**config.mk**
```make
export PLATFORM = sky130hd
export DESIGN_NAME = wdtmr_timer
export DESIGN_NICKNAME = d
export VERILOG_FILES = /design/src/hdl/wdtmr_pkg.sv /design/src/hdl/wdtmr_prescaler.sv /design/src/hdl/wdtmr_timer.sv
export SDC_FILE = /design/constraint.sdc
export NUM_CORES = 1
export LEC_CHECK = 0
export ABC_AREA = 1
export ABC_CLOCK_PERIOD_IN_PS = 3440
export BUFFER_PORTS_ARGS = -buffer_cell sky130_fd_sc_hd__clkbuf_2
export CORE_MARGIN = 2
export CORE_UTILIZATION = 30
export CTS_CLUSTER_DIAMETER = 80
export CTS_CLUSTER_SIZE = 25
export DETAILED_ROUTE_END_ITERATION = 10
export PLACE_DENSITY_LB_ADDON = 0.08
export RECOVER_POWER = 25
export SLEW_MARGIN = 20
export SYNTH_ARGS = -nofsm -noshare
export SYNTH_HDL_FRONTEND = slang
export SYNTH_HIERARCHICAL = 1
export SYNTH_SLANG_ARGS = --single-unit
export TNS_END_PERCENT = 100
```
**constraint.sdc**
```tcl
create_clock -name clk_sys -period 3.44 [get_ports clk_sys]
set_input_delay 0.172 -clock clk_sys [delete_from_list [all_inputs] [get_ports clk_sys]]
set_output_delay 0.172 -clock clk_sys [all_outputs]
set_load 0.02 [all_outputs]
```
**src/hdl/wdtmr_pkg.sv**
```systemverilog
// Constants and carrier types for the watchdog timer.
// Assumes a single system clock at 20 MHz and a synchronous active-high reset.
package wdtmr_pkg;

    // =====================================================================
    // Widths and prescaler ratios
    localparam int unsigned        WDTMR_CNT_W      = 16;
    localparam int unsigned        WDTMR_PRE_W      = 14;
    localparam logic [13:0]        WDTMR_PRE_SLOW   = 14'h3fff; // 16,384 - 1
    localparam logic [13:0]        WDTMR_PRE_FAST   = 14'h00ff; // 256 - 1
    localparam logic               WDTMR_SEL_SLOW   = 1'b1;
    localparam logic               WDTMR_SEL_FAST   = 1'b0;

    // =====================================================================
    // Power-up settings: 254 ticks of 256 clocks, 3.25 ms at the 20 MHz clock
    localparam logic [15:0]        WDTMR_RELOAD_RST = 16'hff02;
    localparam logic               WDTMR_SEL_RST    = WDTMR_SEL_FAST;
    localparam logic [15:0]        WDTMR_CNT_MAX    = 16'hffff;

    // =====================================================================
    // Timing
    localparam int unsigned        WDTMR_CLK_HZ     = 20_000_000;
    localparam int unsigned        WDTMR_GAP_NS     = 800;
    localparam int unsigned        WDTMR_GAP_CYC_I  = (WDTMR_GAP_NS * (WDTMR_CLK_HZ / 1_000_000)
                                                       + 999) / 1000;
    localparam logic [7:0]         WDTMR_GAP_CYC    = WDTMR_GAP_CYC_I[7:0];

    // =====================================================================
    // Types
    typedef enum logic [3:0]
    {
        WDTMR_ST_RUN  = 4'b0001,
        WDTMR_ST_STOP = 4'b0010,
        WDTMR_ST_WARN = 4'b0100,
        WDTMR_ST_FAIL = 4'b1000
    } wdtmr_state_type;

    typedef struct packed
    {
        logic        service;
        logic        disable_instr;
        logic        enable_instr;
        logic        cfg_wr;
        logic [15:0] cfg_reload;
        logic        cfg_sel;
    } wdtmr_ctrl_type;

    typedef struct packed
    {
        logic        prewarn_irq;
        logic        reset_req;
        logic        running;
        logic [15:0] count;
    } wdtmr_stat_type;

endpackage

```
**src/hdl/wdtmr_prescaler.sv**
```systemverilog
// Prescaler that divides the system clock by 16,384 or 256.
// Assumes clear and run come from logic on the same clock.
`timescale 1ns/1ns
module wdtmr_prescaler
    import wdtmr_pkg::*;
(
    input  wire logic clk_sys,
    input  wire logic reset,
    input  wire logic run,
    input  wire logic clear,
    input  wire logic sel,
    output logic      tick
);

    // =====================================================================
    // State
    typedef struct packed
    {
        logic [13:0] cnt;
        logic        tick;
    } wdtmr_pre_type;

    wdtmr_pre_type pre_r;
    wdtmr_pre_type pre_nxt;

    function automatic logic [13:0] wdtmr_limit(input logic s);
        wdtmr_limit = (s == WDTMR_SEL_SLOW) ? WDTMR_PRE_SLOW : WDTMR_PRE_FAST;
    endfunction

    always_comb
    begin
        pre_nxt      = pre_r;
        pre_nxt.tick = 1'b0;
        if (clear)
        begin
            pre_nxt.cnt = '0;
        end
        else if (run)
        begin
            // Compare with >= so a ratio change mid-count cannot run past the limit
            if (pre_r.cnt >= wdtmr_limit(sel))
            begin
                pre_nxt.cnt  = '0;
                pre_nxt.tick = 1'b1;
            end
            else
            begin
                pre_nxt.cnt = pre_r.cnt + 14'h0001;
            end
        end
    end

    always_ff @(posedge clk_sys)
    begin
        if (reset)
        begin
            pre_r <= '0;
        end
        else
        begin
            pre_r <= pre_nxt;
        end
    end

    assign tick = pre_r.tick;

endmodule

```
**src/hdl/wdtmr_timer.sv**
```systemverilog
// Watchdog timer top: 16-bit up counter, service reload, prewarning and reset request.
// Assumes control strobes are one-cycle pulses from the CPU core on clk_sys.
`timescale 1ns/1ns
module wdtmr_timer
    import wdtmr_pkg::*;
(
    input  wire logic           clk_sys,
    input  wire logic           reset,
    input  wire wdtmr_ctrl_type ctrl,
    output wdtmr_stat_type      stat
);

    // =====================================================================
    // State
    typedef struct packed
    {
        wdtmr_state_type state;
        logic [15:0]     count;
        logic [15:0]     reload;
        logic            sel;
        logic [7:0]      gap;
        logic            prewarn_irq;
        logic            reset_req;
        logic            running;
    } wdtmr_core_type;

    localparam wdtmr_core_type WDTMR_CORE_RST = '{
        state:       WDTMR_ST_RUN,
        count:       WDTMR_RELOAD_RST,
        reload:      WDTMR_RELOAD_RST,
        sel:         WDTMR_SEL_RST,
        gap:         8'h00,
        prewarn_irq: 1'b0,
        reset_req:   1'b0,
        running:     1'b1
    };

    wdtmr_core_type core_r;
    wdtmr_core_type core_nxt;
    logic           tick;
    logic           pre_clear;
    logic           pre_run;

    // =====================================================================
    // Prescaler
    assign pre_run   = (core_r.state == WDTMR_ST_RUN);
    assign pre_clear = ctrl.service && (core_r.state != WDTMR_ST_WARN)
                       && (core_r.state != WDTMR_ST_FAIL);

    wdtmr_prescaler u_pre
    (
        .clk_sys (clk_sys),
        .reset   (reset),
        .run     (pre_run),
        .clear   (pre_clear),
        .sel     (core_r.sel),
        .tick    (tick)
    );

    // =====================================================================
    // Control
    always_comb
    begin
        core_nxt             = core_r;
        core_nxt.prewarn_irq = 1'b0;

        // Reload value is for the next load, the ratio select applies at once; neither disturbs the running count
        if (ctrl.cfg_wr)
        begin
            core_nxt.reload = ctrl.cfg_reload;
            core_nxt.sel    = ctrl.cfg_sel;
        end

        case (core_r.state)
            WDTMR_ST_RUN:
            begin
                if (ctrl.disable_instr)
                begin
                    core_nxt.state = WDTMR_ST_STOP;
                end
                if (pre_clear)
                begin
                    core_nxt.count = core_r.reload;
                end
                else if (tick)
                begin
                    if (core_r.count == WDTMR_CNT_MAX)
                    begin
                        // Overflow beats a disable in the same cycle: fail-safe first
                        core_nxt.state       = WDTMR_ST_WARN;
                        core_nxt.prewarn_irq = 1'b1;
                        core_nxt.gap         = WDTMR_GAP_CYC;
                        core_nxt.count       = core_r.reload;
                    end
                    else
                    begin
                        core_nxt.count = core_r.count + 16'h0001;
                    end
                end
            end
            WDTMR_ST_STOP:
            begin
                if (pre_clear)
                begin
                    core_nxt.count = core_r.reload;
                end
                // Disable wins over a simultaneous enable
                if (ctrl.enable_instr && !ctrl.disable_instr)
                begin
                    core_nxt.state = WDTMR_ST_RUN;
                end
            end
            WDTMR_ST_WARN:
            begin
                // Once overflowed, neither service nor disable can cancel the reset
                if (core_r.gap <= 8'h01)
                begin
                    core_nxt.state     = WDTMR_ST_FAIL;
                    core_nxt.reset_req = 1'b1;
                end
                else
                begin
                    core_nxt.gap = core_r.gap - 8'h01;
                end
            end
            WDTMR_ST_FAIL:
            begin
                core_nxt.reset_req = 1'b1;
            end
            default:
            begin
                core_nxt.state = WDTMR_ST_RUN;
            end
        endcase

        core_nxt.running = (core_nxt.state == WDTMR_ST_RUN);
    end

    always_ff @(posedge clk_sys)
    begin
        if (reset)
        begin
            core_r <= WDTMR_CORE_RST;
        end
        else
        begin
            core_r <= core_nxt;
        end
    end

    assign stat.prewarn_irq = core_r.prewarn_irq;
    assign stat.reset_req   = core_r.reset_req;
    assign stat.running     = core_r.running;
    assign stat.count       = core_r.count;

endmodule

```
### Word level (Yosys, flattened, before mapping)

Cells that the tools add are included.

| storage, ports and cells | value |
|---|---|
| flip-flop bits (word level) | 63 |
| bits of input ports | 23 |
| output and inout bits | 19 |

| cells by class | value |
|---|---|
| $lt $le $gt $ge | 2 |
| multiplexer cells | 21 |
| bitwise gates (word level) | 2 |
| eq/ne operators | 15 |
| $add $sub $neg | 3 |
| reduce and logical (&&, ||, !) cells | 13 |

Operators with widths:

| cell | number |
|---|---|
| two-way mux 16 bit | 3 |
| case mux 16 bit (2 select lines) | 1 |
| two-way mux 14 bit | 2 |
| two-way mux 9 bit | 3 |
| two-way mux 20 bit | 1 |
| two-way mux 4 bit | 5 |
| adder 16 x 1 -> 16 bit, second input constant | 1 |
| == test 16 bit, second input constant | 1 |
| case mux 4 bit (4 select lines) | 1 |
| case mux 8 bit (2 select lines) | 1 |
| adder 14 x 1 -> 14 bit, second input constant | 1 |
| >= comparator 14 bit | 1 |
| == test 4 x 1 -> 1 bit, second input constant | 2 |
| less-or-equal comparator 8 x 1 -> 1 bit, second input constant | 1 |
| two-way mux 8 bit | 1 |
| inequality test 2 bit, second input constant | 4 |
| subtractor 8 x 1 -> 8 bit, second input constant | 1 |
| nonzero test 2 bit | 3 |
| AND reduction 5 bit | 1 |
| == test 4 x 2 -> 1 bit, second input constant | 1 |
| == test 4 x 3 -> 1 bit, second input constant | 1 |
| == test 4 bit, second input constant | 1 |
| inequality test 2 x 1 -> 1 bit, second input constant | 2 |
| inequality test 4 x 3 -> 1 bit, second input constant | 1 |
| 12 further kinds | 16 |

### Logic depth before layout (Yosys ltp)

Gate-level depths: netlist of run 1.

| logic depth | value |
|---|---|
| depth after elaboration | 6 |
| gate-level depth with buffers | 12 |
| mapped depth without buffers | 12 |

### Modules after synthesis

Netlist of run 1, hierarchy kept.

Modules (own cells, without submodules):

| module | cells each | sequential area each (µm²) | times used | area an instance (µm²) |
|---|---|---|---|---|
| wdtmr_timer | 449 | 960.9 | 1 | 2961.6 |
| wdtmr_prescaler | 126 | 300.3 | 1 | 929.6 |

### Worst setup path before layout of run 1

No wires, ideal clock.

| timing | value |
|---|---|
| path type | flip-flop to flip-flop |
| from | register core_r (netlist bit stat[0]) |
| to | register core_r (netlist bit stat[12]) |
| cell stages (with the launch flop) | 12 |
| data required time | 3.328 ns |
| arrival | 1.464 ns |
| buffers on the path | 1 |
| setup slack | 1.864 ns |
| path through | dfxtp_1 ha_1 nand2_1 nor2_1 nand2_2 nor2_8 nor2_2 buf_6 nor2_1 nor2_1 nand2_1 nand2_1 |

| between the ends | value |
|---|---|
| longest elaborated chain between the ends | 5 |
| elaborated cells between the ends (all ways) | 6 |

RTL lines:

| element | RTL line | text |
|---|---|---|
| start: declaration | wdtmr_timer.sv:38 | `wdtmr_core_type core_r;` |
| start signal: assignment | wdtmr_timer.sv:147 | `core_r <= core_nxt;` |
| adder 16 x 1 -> 16 bit / == test 16 bit (equally long branches) | wdtmr_timer.sv:97, wdtmr_timer.sv:87 |  |
| two-way mux 16 bit * | wdtmr_timer.sv:87 | `if (core_r.count == WDTMR_CNT_MAX)` |
| two-way mux 20 bit * | wdtmr_timer.sv:85 | `else if (tick)` |
| two-way mux 16 bit * | wdtmr_timer.sv:81 | `if (pre_clear)` |
| case mux 16 bit (2 select lines) * | wdtmr_timer.sv:74 | `case (core_r.state)` |

Mark *: on every way between the ends. The rest lies on a longest branch, timed or not. The select of a mux whose other input is x is not followed.
A chain may end at the register's enable or synchronous reset.

### Worst setup path in the final report of run 1

| timing | value |
|---|---|
| from | register core_r[46] in the netlist's numbering |
| to | register core_r (netlist bit stat[11]) |

| between the ends | value |
|---|---|
| longest elaborated chain between the ends | 5 |
| elaborated cells between the ends (all ways) | 12 |

RTL lines:

| element | RTL line | text |
|---|---|---|
| inequality test 4 x 3 -> 1 bit | wdtmr_timer.sv:47 | `assign pre_clear = ctrl.service && (core_r.state != WDTMR_ST_WARN)` |
| logical AND 1 bit | wdtmr_timer.sv:47 |  |
| logical AND 1 bit | wdtmr_timer.sv:48 | `&& (core_r.state != WDTMR_ST_FAIL);` |
| inequality test 3 x 2 -> 1 bit (no line) (tied with other cells) | -- |  |
| AND reduction 3 bit (no line) / case mux 16 bit (2 select lines) (equally long branches) | -- |  |

Parallel ways exist; a longest one is shown, timed or not.

==> results of run 1 <==
registers in the layout, indices dropped and copies added (netlist names):
signal	count
u_pre/pre_r	14
u_pre/tick	1
core_r	29
stat	19
Yosys cell counts (5+ instances only):
master	count	area, sq um
nand2_1	147	552
inv_1	67	251
nor2_1	66	248
dfxtp_1	63	1260
nand3_1	49	245
a21oi_1	26	130
o21ai_0	25	125
buf_4	19	143
nand2_2	15	93.8
nor2_2	11	68.8
ha_1	10	125
o21ai_1	8	40.0
clkbuf_1	7	26.3
nand3_2	7	70.1
nand2_4	6	67.6
buf_6	5	56.3
metal layers:
metal	up-vias	global-route usage
met3	16	0.0363
met1	1491	0.184
met5	-	0
li1	1842	-
met2	41	0.239
met4	0	0.0565
how the worst max path moves through the flow:
stage,to,slack [ns],startpoint,cells after the start
after floorplan,stat[12],1.86,stat[0],11
after global placement,stat[13],1.57,reset,5
after detailed placement,stat[11],1.50,core_r[46],9
after CTS,stat[11],1.50,core_r[46],9
after global routing,stat[11],1.27,core_r[46],9
final,stat[11],1.52,core_r[46],9
tightest hold or removal path, cell delays in order:
cell and delay [ns]:
clkbuf_2 0.08, nand2_1 0.04, nand3_1 0.06
metrics by stage:
step	hold slack (ns)	utilization
after floorplan	0.294	-
after global placement	0.396	0.322
after detailed placement	0.397	0.322
after CTS	0.0298	0.348
after global routing	0.0561	0.346
final	0.0448	0.346
power breakdown:
part	switching, mW	total [mW]	internal (mW)	leakage [nW]
Clock	0.342	1.01	0.672	0.158
Sequential	0.0625	0.853	0.791	0.517
Combinational	0.367	0.534	0.167	1.41
Total	0.771	2.40	1.63	2.08
layout make-up:
class / instances / area share
multi-input cells: 409 / 0.485
clock buffers: 11 / 0.0579
clock inverters: 5 / 0.0183
inverters: 69 / 0.0593
flip-flops and latches: 63 / 0.289
well taps: 172 / 0.0493
repair buffers: 41 / 0.0415
layout by cell type, fill, tap and decap left out, types with 2 or more instances in the layout:
cell type and instances:
clkbuf_2 22, a21oi_2 4, nand3_1 49, nor2_2 11, o21ai_0 25, nand3_2 7, nand2_2 15, bufinv_16 2
clkbuf_16 9, nor2_1 66, xor2_1 4, nand2_1 147, nor2_4 2, nand2_4 6, a21oi_1 26, dfxtp_1 63
ha_1 10, clkbuf_8 2, o211ai_1 2, nor3_4 2, clkbuf_1 19, clkinvlp_4 2, o2111ai_1 2, nor3_1 4
xnor2_1 4, inv_2 2, o21ai_1 8, nand4_1 4, inv_1 67
logic make-up (layout without fill, tap and decap cells):
| kind of cell | Yosys count | in the layout |
|---|---|---|
| xor+xnor | 8 | 8 |
| fa+ha+maj | 10 | 10 |
| buf+inv | 103 | 126 |
| flops | 63 | 63 |
| compound gates | 73 | 73 |
| simple gates | 317 | 317 |
| mux | 1 | 1 |
==> results_dict.tcl, run 1 <==
set metrics [dict create \
    worstRegToRegCells 9 \
    hold_class "input pin to register" \
    path_max_fanout 11 \
    cts.htree.levels 3 \
    antenna_found_initial 0 \
    die_x_um 118 \
    fill_cells 1441 \
    ys_seq_elements 63 \
    drc 0 \
    powerDensity_mw_per_mm2 550 \
    min_period_ns 1.92 \
    min_to "core_r[26]" \
    path_buf_inv 1 \
    wl_met1_um 4690 \
    startpoint_type "register" \
    synth_async_sr_flop_share 0 \
    setup_ws_ns 1.52 \
    path_class "register to register" \
    hpwlAfterDp_um 7020 \
    grt_max_degree 31 \
    crit_family "simple AND/OR/NAND/NOR gates" \
    finalHoldViolations 0 \
    syn_inst 575 \
    dieArea_sq_mm 0.0139 \
    cp_common_cell "nand2_2" \
    dpl_cell_area_sq_mm 0.00406 \
    final_max_slew_viol_count 0 \
    r2r_end "stat[11]" \
    synth_top_family_by_area "simple AND/OR/NAND/NOR gates" \
    dr_wl_met3_um 308 \
    top_layer "met4" \
    finalSetupTns_ns 0 \
    synth-simple-area-share 0.383 \
    dr.pass1.iters 4 \
    grt_pass1_wl_um 16200 \
    syn_to_final_growth_pct 12.2 \
    design_area_sq_mm 0.00437 \
    die_y_um 118 \
    rrSetupSlack_ns 1.52 \
    drive_gt1_frac 0.152 \
    antenna-diode-count 0 \
    dp_cells 754 \
    yosysSeqAreaShare 0.324 \
    grt_pass1_vias 3308 \
    wl_per_cell_um 12.3 \
    rows 41 \
    synth_cell_types 40 \
    avgSynthCellArea_sq_um 6.77 \
    slew_headroom 0.277 \
    period_share 0.558 \
    portBuffers 41 \
    root_buffer "clkbuf_16" \
    hold_buffers 0 \
    peakVddDrop_v 0.000234 \
    drv_cap 0 \
    core_area_sq_mm 0.0126 \
    clk_latency_ns 0.34 \
    overflow 0 \
    cp-end-kind "register" \
    instances_no_fill 770 \
    nets 626 \
    tightest_slew_ns 1.08 \
    cts_made_buffers 9 \
    slowest_stage "nor2_2" \
    met2_length_um 4350 \
    synth-adder-area-share 0.0322 \
    ios 42 \
    path_cells "inv_1, nor2_1, nand2_2, nand3_2, nand2_2, nor2_2, nand3_1, o211ai_1, nand2_1" \
    post-place-ws_ns 1.50 \
    setup_viol 0 \
    postCtsSetupBuffers 0 \
    synth_xor_area_frac 0.0180 \
    synthFlopType "dfxtp_1" \
    gp_congestion 0.802 \
    clock_sinks 63 \
    clk_pin_slew_ns 0.06 \
    antenna_left 0 \
    synth.net_count 608 \
    syn_area_sq_mm 0.00389 \
    crit_required_ns 3.67 \
    routed_wirelength_um 9510 \
    cp_slowest_stage_delay_ns 0.48 \
    synthMuxAreaShare 0.00257 \
    synth_compound_area_frac 0.109 \
    regArea_sq_mm 0.00126 \
    p_leak_nw 2.08 \
    multiInputGateArea_sq_mm 0.00212 \
    initial_core_util 0.308 \
    vias 3390 \
    fin_worst_skew_ns 0.00658 \
    grt_use_total 0.146 \
    worstPathArrival_ns 2.15 \
    power_mw 2.40 \
    synth_edf_count 0 \
    drt_iter0_drc 204 \
    clk_path_buf_depth 2 \
    reg2reg_from "core_r[46]" \
    cts_resized 0 \
    status "finished clean" \
    cts_tree "built" \
    fmax_ghz 0.521 \
    yosysWarningCount 6 \
    vias_per_cell 4.40 \
    holdPathStages 3 \
    rsz0062_at_grt "no" \
    min_from "ctrl[15]" \
]
No activity file was read; power rests on OpenSTA's default activity.
==> run 2, diff against run 1 <==
Settings changed: ABC_CLOCK_PERIOD_IN_PS 3440 to 1900.
Clock period 3.44 ns to 1.9 ns, I/O delays scaled along.
==> run 2 against run 1 <==
  * Final cell count up 3.1%
  * Critical path depth up 2
  * Cell area up 4.7%
  * Sequential cell count unchanged
  * Total power up 75%
  * Via count up 3.8%
  * Maximum frequency up 12%
  * Highest routed layer unchanged
==> results_dict.tcl, run 2 (same netlist as run 1, synthesis figures left out) <==
set metrics [dict create \
    slew_headroom 0.522 \
    drive_gt1_frac 0.195 \
    setup_viol 0 \
    fin_worst_skew_ns 0.00586 \
    hpwlAfterDp_um 7340 \
    rows 41 \
    drc 0 \
    dr.pass1.iters 4 \
    worstPathArrival_ns 1.94 \
    period_share 0.899 \
    clk_pin_slew_ns 0.06 \
    grt_use_total 0.153 \
    core_area_sq_mm 0.0126 \
    dieArea_sq_mm 0.0139 \
    mostFrequentLayoutCells "nand2_1, inv_1, nor2_1" \
    cts_tree "built" \
    reg2reg_from "stat[1]" \
    antenna_left 0 \
    finalHoldViolations 0 \
    final_max_slew_viol_count 0 \
    ios 42 \
    rsz0062_at_grt "no" \
    die_y_um 118 \
    clk_latency_ns 0.34 \
    path_class "register to register" \
    fmax_ghz 0.586 \
    worstRegToRegCells 11 \
    initial_core_util 0.308 \
    vias 3519 \
    cp-end-kind "register" \
    min_to "core_r[45]" \
    drt_iter0_drc 135 \
    syn_to_final_growth_pct 17.5 \
    vias_per_cell 4.43 \
    overflow 0 \
    clock_sinks 63 \
    largest_register "core_r" \
    power_mw 4.19 \
    gp_congestion 0.802 \
    grt_pass1_wl_um 16900 \
    instances_no_fill 794 \
    holdPathStages 2 \
    status "finished clean" \
    finalSetupTns_ns 0 \
    wl_per_cell_um 12.7 \
    min_from "reset" \
    crit_required_ns 2.13 \
    r2r_end "stat[14]" \
    cts.htree.levels 3 \
    final_common_cell "nand2_1" \
    startpoint_type "register" \
    nets 652 \
    die_x_um 118 \
    dp_cells 769 \
    peakVddDrop_v 0.000376 \
    largest_reg_flops 29 \
    p_leak_nw 2.22 \
    drv_cap 0 \
    path_max_fanout 11 \
    routed_wirelength_um 10100 \
    grt_max_degree 31 \
    antenna_found_initial 0 \
    tightest_slew_ns 0.715 \
    rrSetupSlack_ns 0.19 \
    powerDensity_mw_per_mm2 917 \
    clk_path_buf_depth 2 \
    hold_class "input pin to register" \
    min_period_ns 1.71 \
    antenna-diode-count 0 \
    portBuffers 41 \
    root_buffer "clkbuf_16" \
    grt_pass1_vias 3411 \
    cts_made_buffers 9 \
    whs_ns 0.0233 \
]
## run 2: worst max-delay path by stage
stage                     endpoint  startpoint  cells after the start  slack, ns
after CTS                  stat[1]     stat[1]                      9       0.07
after global routing      stat[14]     stat[1]                     11     0.0005
after floorplan           stat[12]     stat[0]                     11       0.32
after global placement     stat[0]     stat[1]                      8       0.15
after detailed placement   stat[1]     stat[1]                      9       0.08
final                     stat[14]     stat[1]                     11       0.19
## run 2: routing by layer
metal	GRT usage	up-vias	wire (um)
li1	-	1897	-
met1	0.197	1569	4890
met2	0.247	43	4730
met3	0.0276	10	257
met4	0.0761	0	182
met5	0	-	0
## run 2: worst max-delay path, stage by stage, from the launching register on
cell and delay (ns):
dfxtp_1 0.38, ha_2 0.22, nand2_1 0.07, nor2_2 0.13, nand2_2 0.12, nor2_8 0.17
nor2_2 0.05, buf_4 0.18, nor2_1 0.10, nor2_1 0.05, nand2_1 0.09, nand2_1 0.05
## run 2: through the flow
step / area (sq um) / setup WS, ns / utilization
floorplan: 3890 / 0.324 / -
global placement: 4170 / 0.149 / 0.330
detailed placement: 4170 / 0.0837 / 0.330
CTS: 4550 / 0.0714 / 0.361
global route: 4570 / 0.000498 / 0.362
finish: 4570 / 0.192 / 0.362
## run 2: repair_timing
action | 4_1_cts | 5_1_grt
hold endpoints to repair | 10 | 0
gates resized for setup | 0 | 5
setup endpoints to repair | 0 | 15
hold buffers | 10 | 0
buffers inserted | 0 | 1
## run 2: power by group
group          internal [mW]  switching (mW)  total, mW
registers               1.43          0.0984       1.53
clock network           1.01           0.584       1.60
logic                  0.368           0.698       1.07
## run 2: cell type report
cell class              count  area (sq um)
clock buffers              14           284
repair buffers             67           415
multi-input cells         409          2140
flip-flops and latches     63          1260
inverters                  69           259
fillers                  1390          8050
well taps                 172           215
==> run 3, diff against run 2 <==
Settings changed: CTS_BUF_LIST set to sky130_fd_sc_hd__clkbuf_4 sky130_fd_sc_hd__clkbuf_8 sky130_fd_sc_hd__clkbuf_16.
==> run 3 against run 2 <==
  * Global-route usage unchanged
  * Sequential cell count is the same
  * Die area unchanged
  * Highest routed layer unchanged
==> results_dict.tcl, run 3 (same netlist as run 1, synthesis figures left out) <==
set metrics [dict create \
    grt_use_total 0.153 \
    hold_class "input pin to register" \
    status "finished clean" \
    rrSetupSlack_ns 0.19 \
    die_y_um 118 \
    peakVddDrop_v 0.000376 \
    dr.pass1.iters 4 \
    initial_core_util 0.308 \
    largest_register "core_r" \
    path_class "register to register" \
    p_leak_nw 2.23 \
    hpwlAfterDp_um 7340 \
    design_area_sq_mm 0.00457 \
    worstPathArrival_ns 1.94 \
    vias_per_cell 4.44 \
    routed_wirelength_um 10100 \
    dieArea_sq_mm 0.0139 \
    drt_iter0_drc 133 \
    setup_ws_ns 0.191 \
    portBuffers 41 \
    ios 42 \
    core_area_sq_mm 0.0126 \
    cts.htree.levels 3 \
    final_max_slew_viol_count 0 \
    antenna_left 0 \
    grt_pass1_vias 3411 \
    finalHoldViolations 0 \
    fin_worst_skew_ns 0.00586 \
    syn_to_final_growth_pct 17.6 \
    path_max_fanout 11 \
    grt_most_used_layer "met2" \
    cts_made_buffers 9 \
    nets 652 \
    slowest_stage "dfxtp_1" \
    slew_headroom 0.519 \
    fmax_ghz 0.585 \
    grt_max_degree 31 \
    clk_path_buf_depth 2 \
    cp-end-kind "register" \
    min_period_ns 1.71 \
    instances_no_fill 794 \
    vias 3528 \
    grt_use_met1 0.197 \
    setup_viol 0 \
    tightest_slew_ns 0.718 \
    overflow 0 \
    cts_tree "built" \
    die_x_um 118 \
    finalSetupTns_ns 0 \
    antenna-diode-count 0 \
    crit_required_ns 2.13 \
    period_share 0.900 \
    final_common_cell "nand2_1" \
    post-place-ws_ns 0.0837 \
    antenna_found_initial 0 \
    dpl_cell_area_sq_mm 0.00417 \
    clock_sinks 63 \
    drc 0 \
    gp_congestion 0.802 \
    cp_common_cell "nand2_1" \
    rows 41 \
    mostFrequentLayoutCells "nand2_1, inv_1, nor2_1" \
    use_met2 0.247 \
    path_cells "ha_2, nand2_1, nor2_2, nand2_2, nor2_8, nor2_2, buf_4, nor2_1, nor2_1, nand2_1, nand2_1" \
    cp_slowest_stage_delay_ns 0.38 \
    clk_pin_slew_ns 0.06 \
    fin_util 0.362 \
    startpoint_type "register" \
    clk_latency_ns 0.34 \
    grt_pass1_wl_um 16900 \
    drive_gt1_frac 0.196 \
    wl_per_cell_um 12.7 \
    dp_cells 769 \
    drv_cap 0 \
    largest_reg_flops 29 \
    root_buffer "clkbuf_16" \
    powerDensity_mw_per_mm2 920 \
    grtUsageMet3 0.0276 \
    rsz0062_at_grt "no" \
]
==> run 3: cell types whose count changed in the layout (fill, tap and decap cells not counted) <==
cell / delta
clkbuf_1: -1
clkbuf_4: +1
==> run 3: path summary, 6_finish.rpt <==
path | start | endpoint | cells after the start
worst min register to register | core_r[12] | core_r[12] | 2
worst max-delay path | stat[1] | stat[14] | 11
worst min-delay path | reset | core_r[45] | 2
worst max register to register | stat[1] | stat[14] | 11
==> run 3: per-stage QoR <==
step | hold WS [ns] | power [mW]
after floorplan | 0.217 | 2.41
after global placement | 0.310 | 2.61
after detailed placement | 0.317 | 2.62
after CTS | 0.0160 | 4.29
after global routing | 0.0474 | 4.49
final | 0.0232 | 4.21
==> run 3: routing by layer <==
metal,wire [um],vias to the layer above
met4,182,0
met5,0,-
met1,4880,1575
met2,4730,45
met3,262,10
li1,-,1898
==> run 3: timing repair <==
action	CTS	global route
setup buffers	0	1
setup endpoints to repair	0	15
hold endpoints to repair	10	0
hold buffers	10	0
resized for setup	0	5
==> run 3: where the power goes <==
group | internal, mW | switching (mW)
Sequential | 1.43 | 0.0984
Clock | 1.03 | 0.585
Combinational | 0.368 | 0.698
==> run 3: critical path, delay by kind of cell, from the launching register on <==
kind | cells | cell delay, ns
flip-flops | 1 | 0.38
buffers and inverters | 1 | 0.18
AND/OR/NAND/NOR | 9 | 0.83
adder cells (fa/ha/maj) | 1 | 0.22
==> run 3: final cells by class <==
class / instances / area, sq um
timing repair buffer: 67 / 415
fill: 1387 / 8050
multi-input combinational: 409 / 2140
inverter: 69 / 259
clock buffer: 14 / 288
tap: 172 / 215
sequential: 63 / 1260
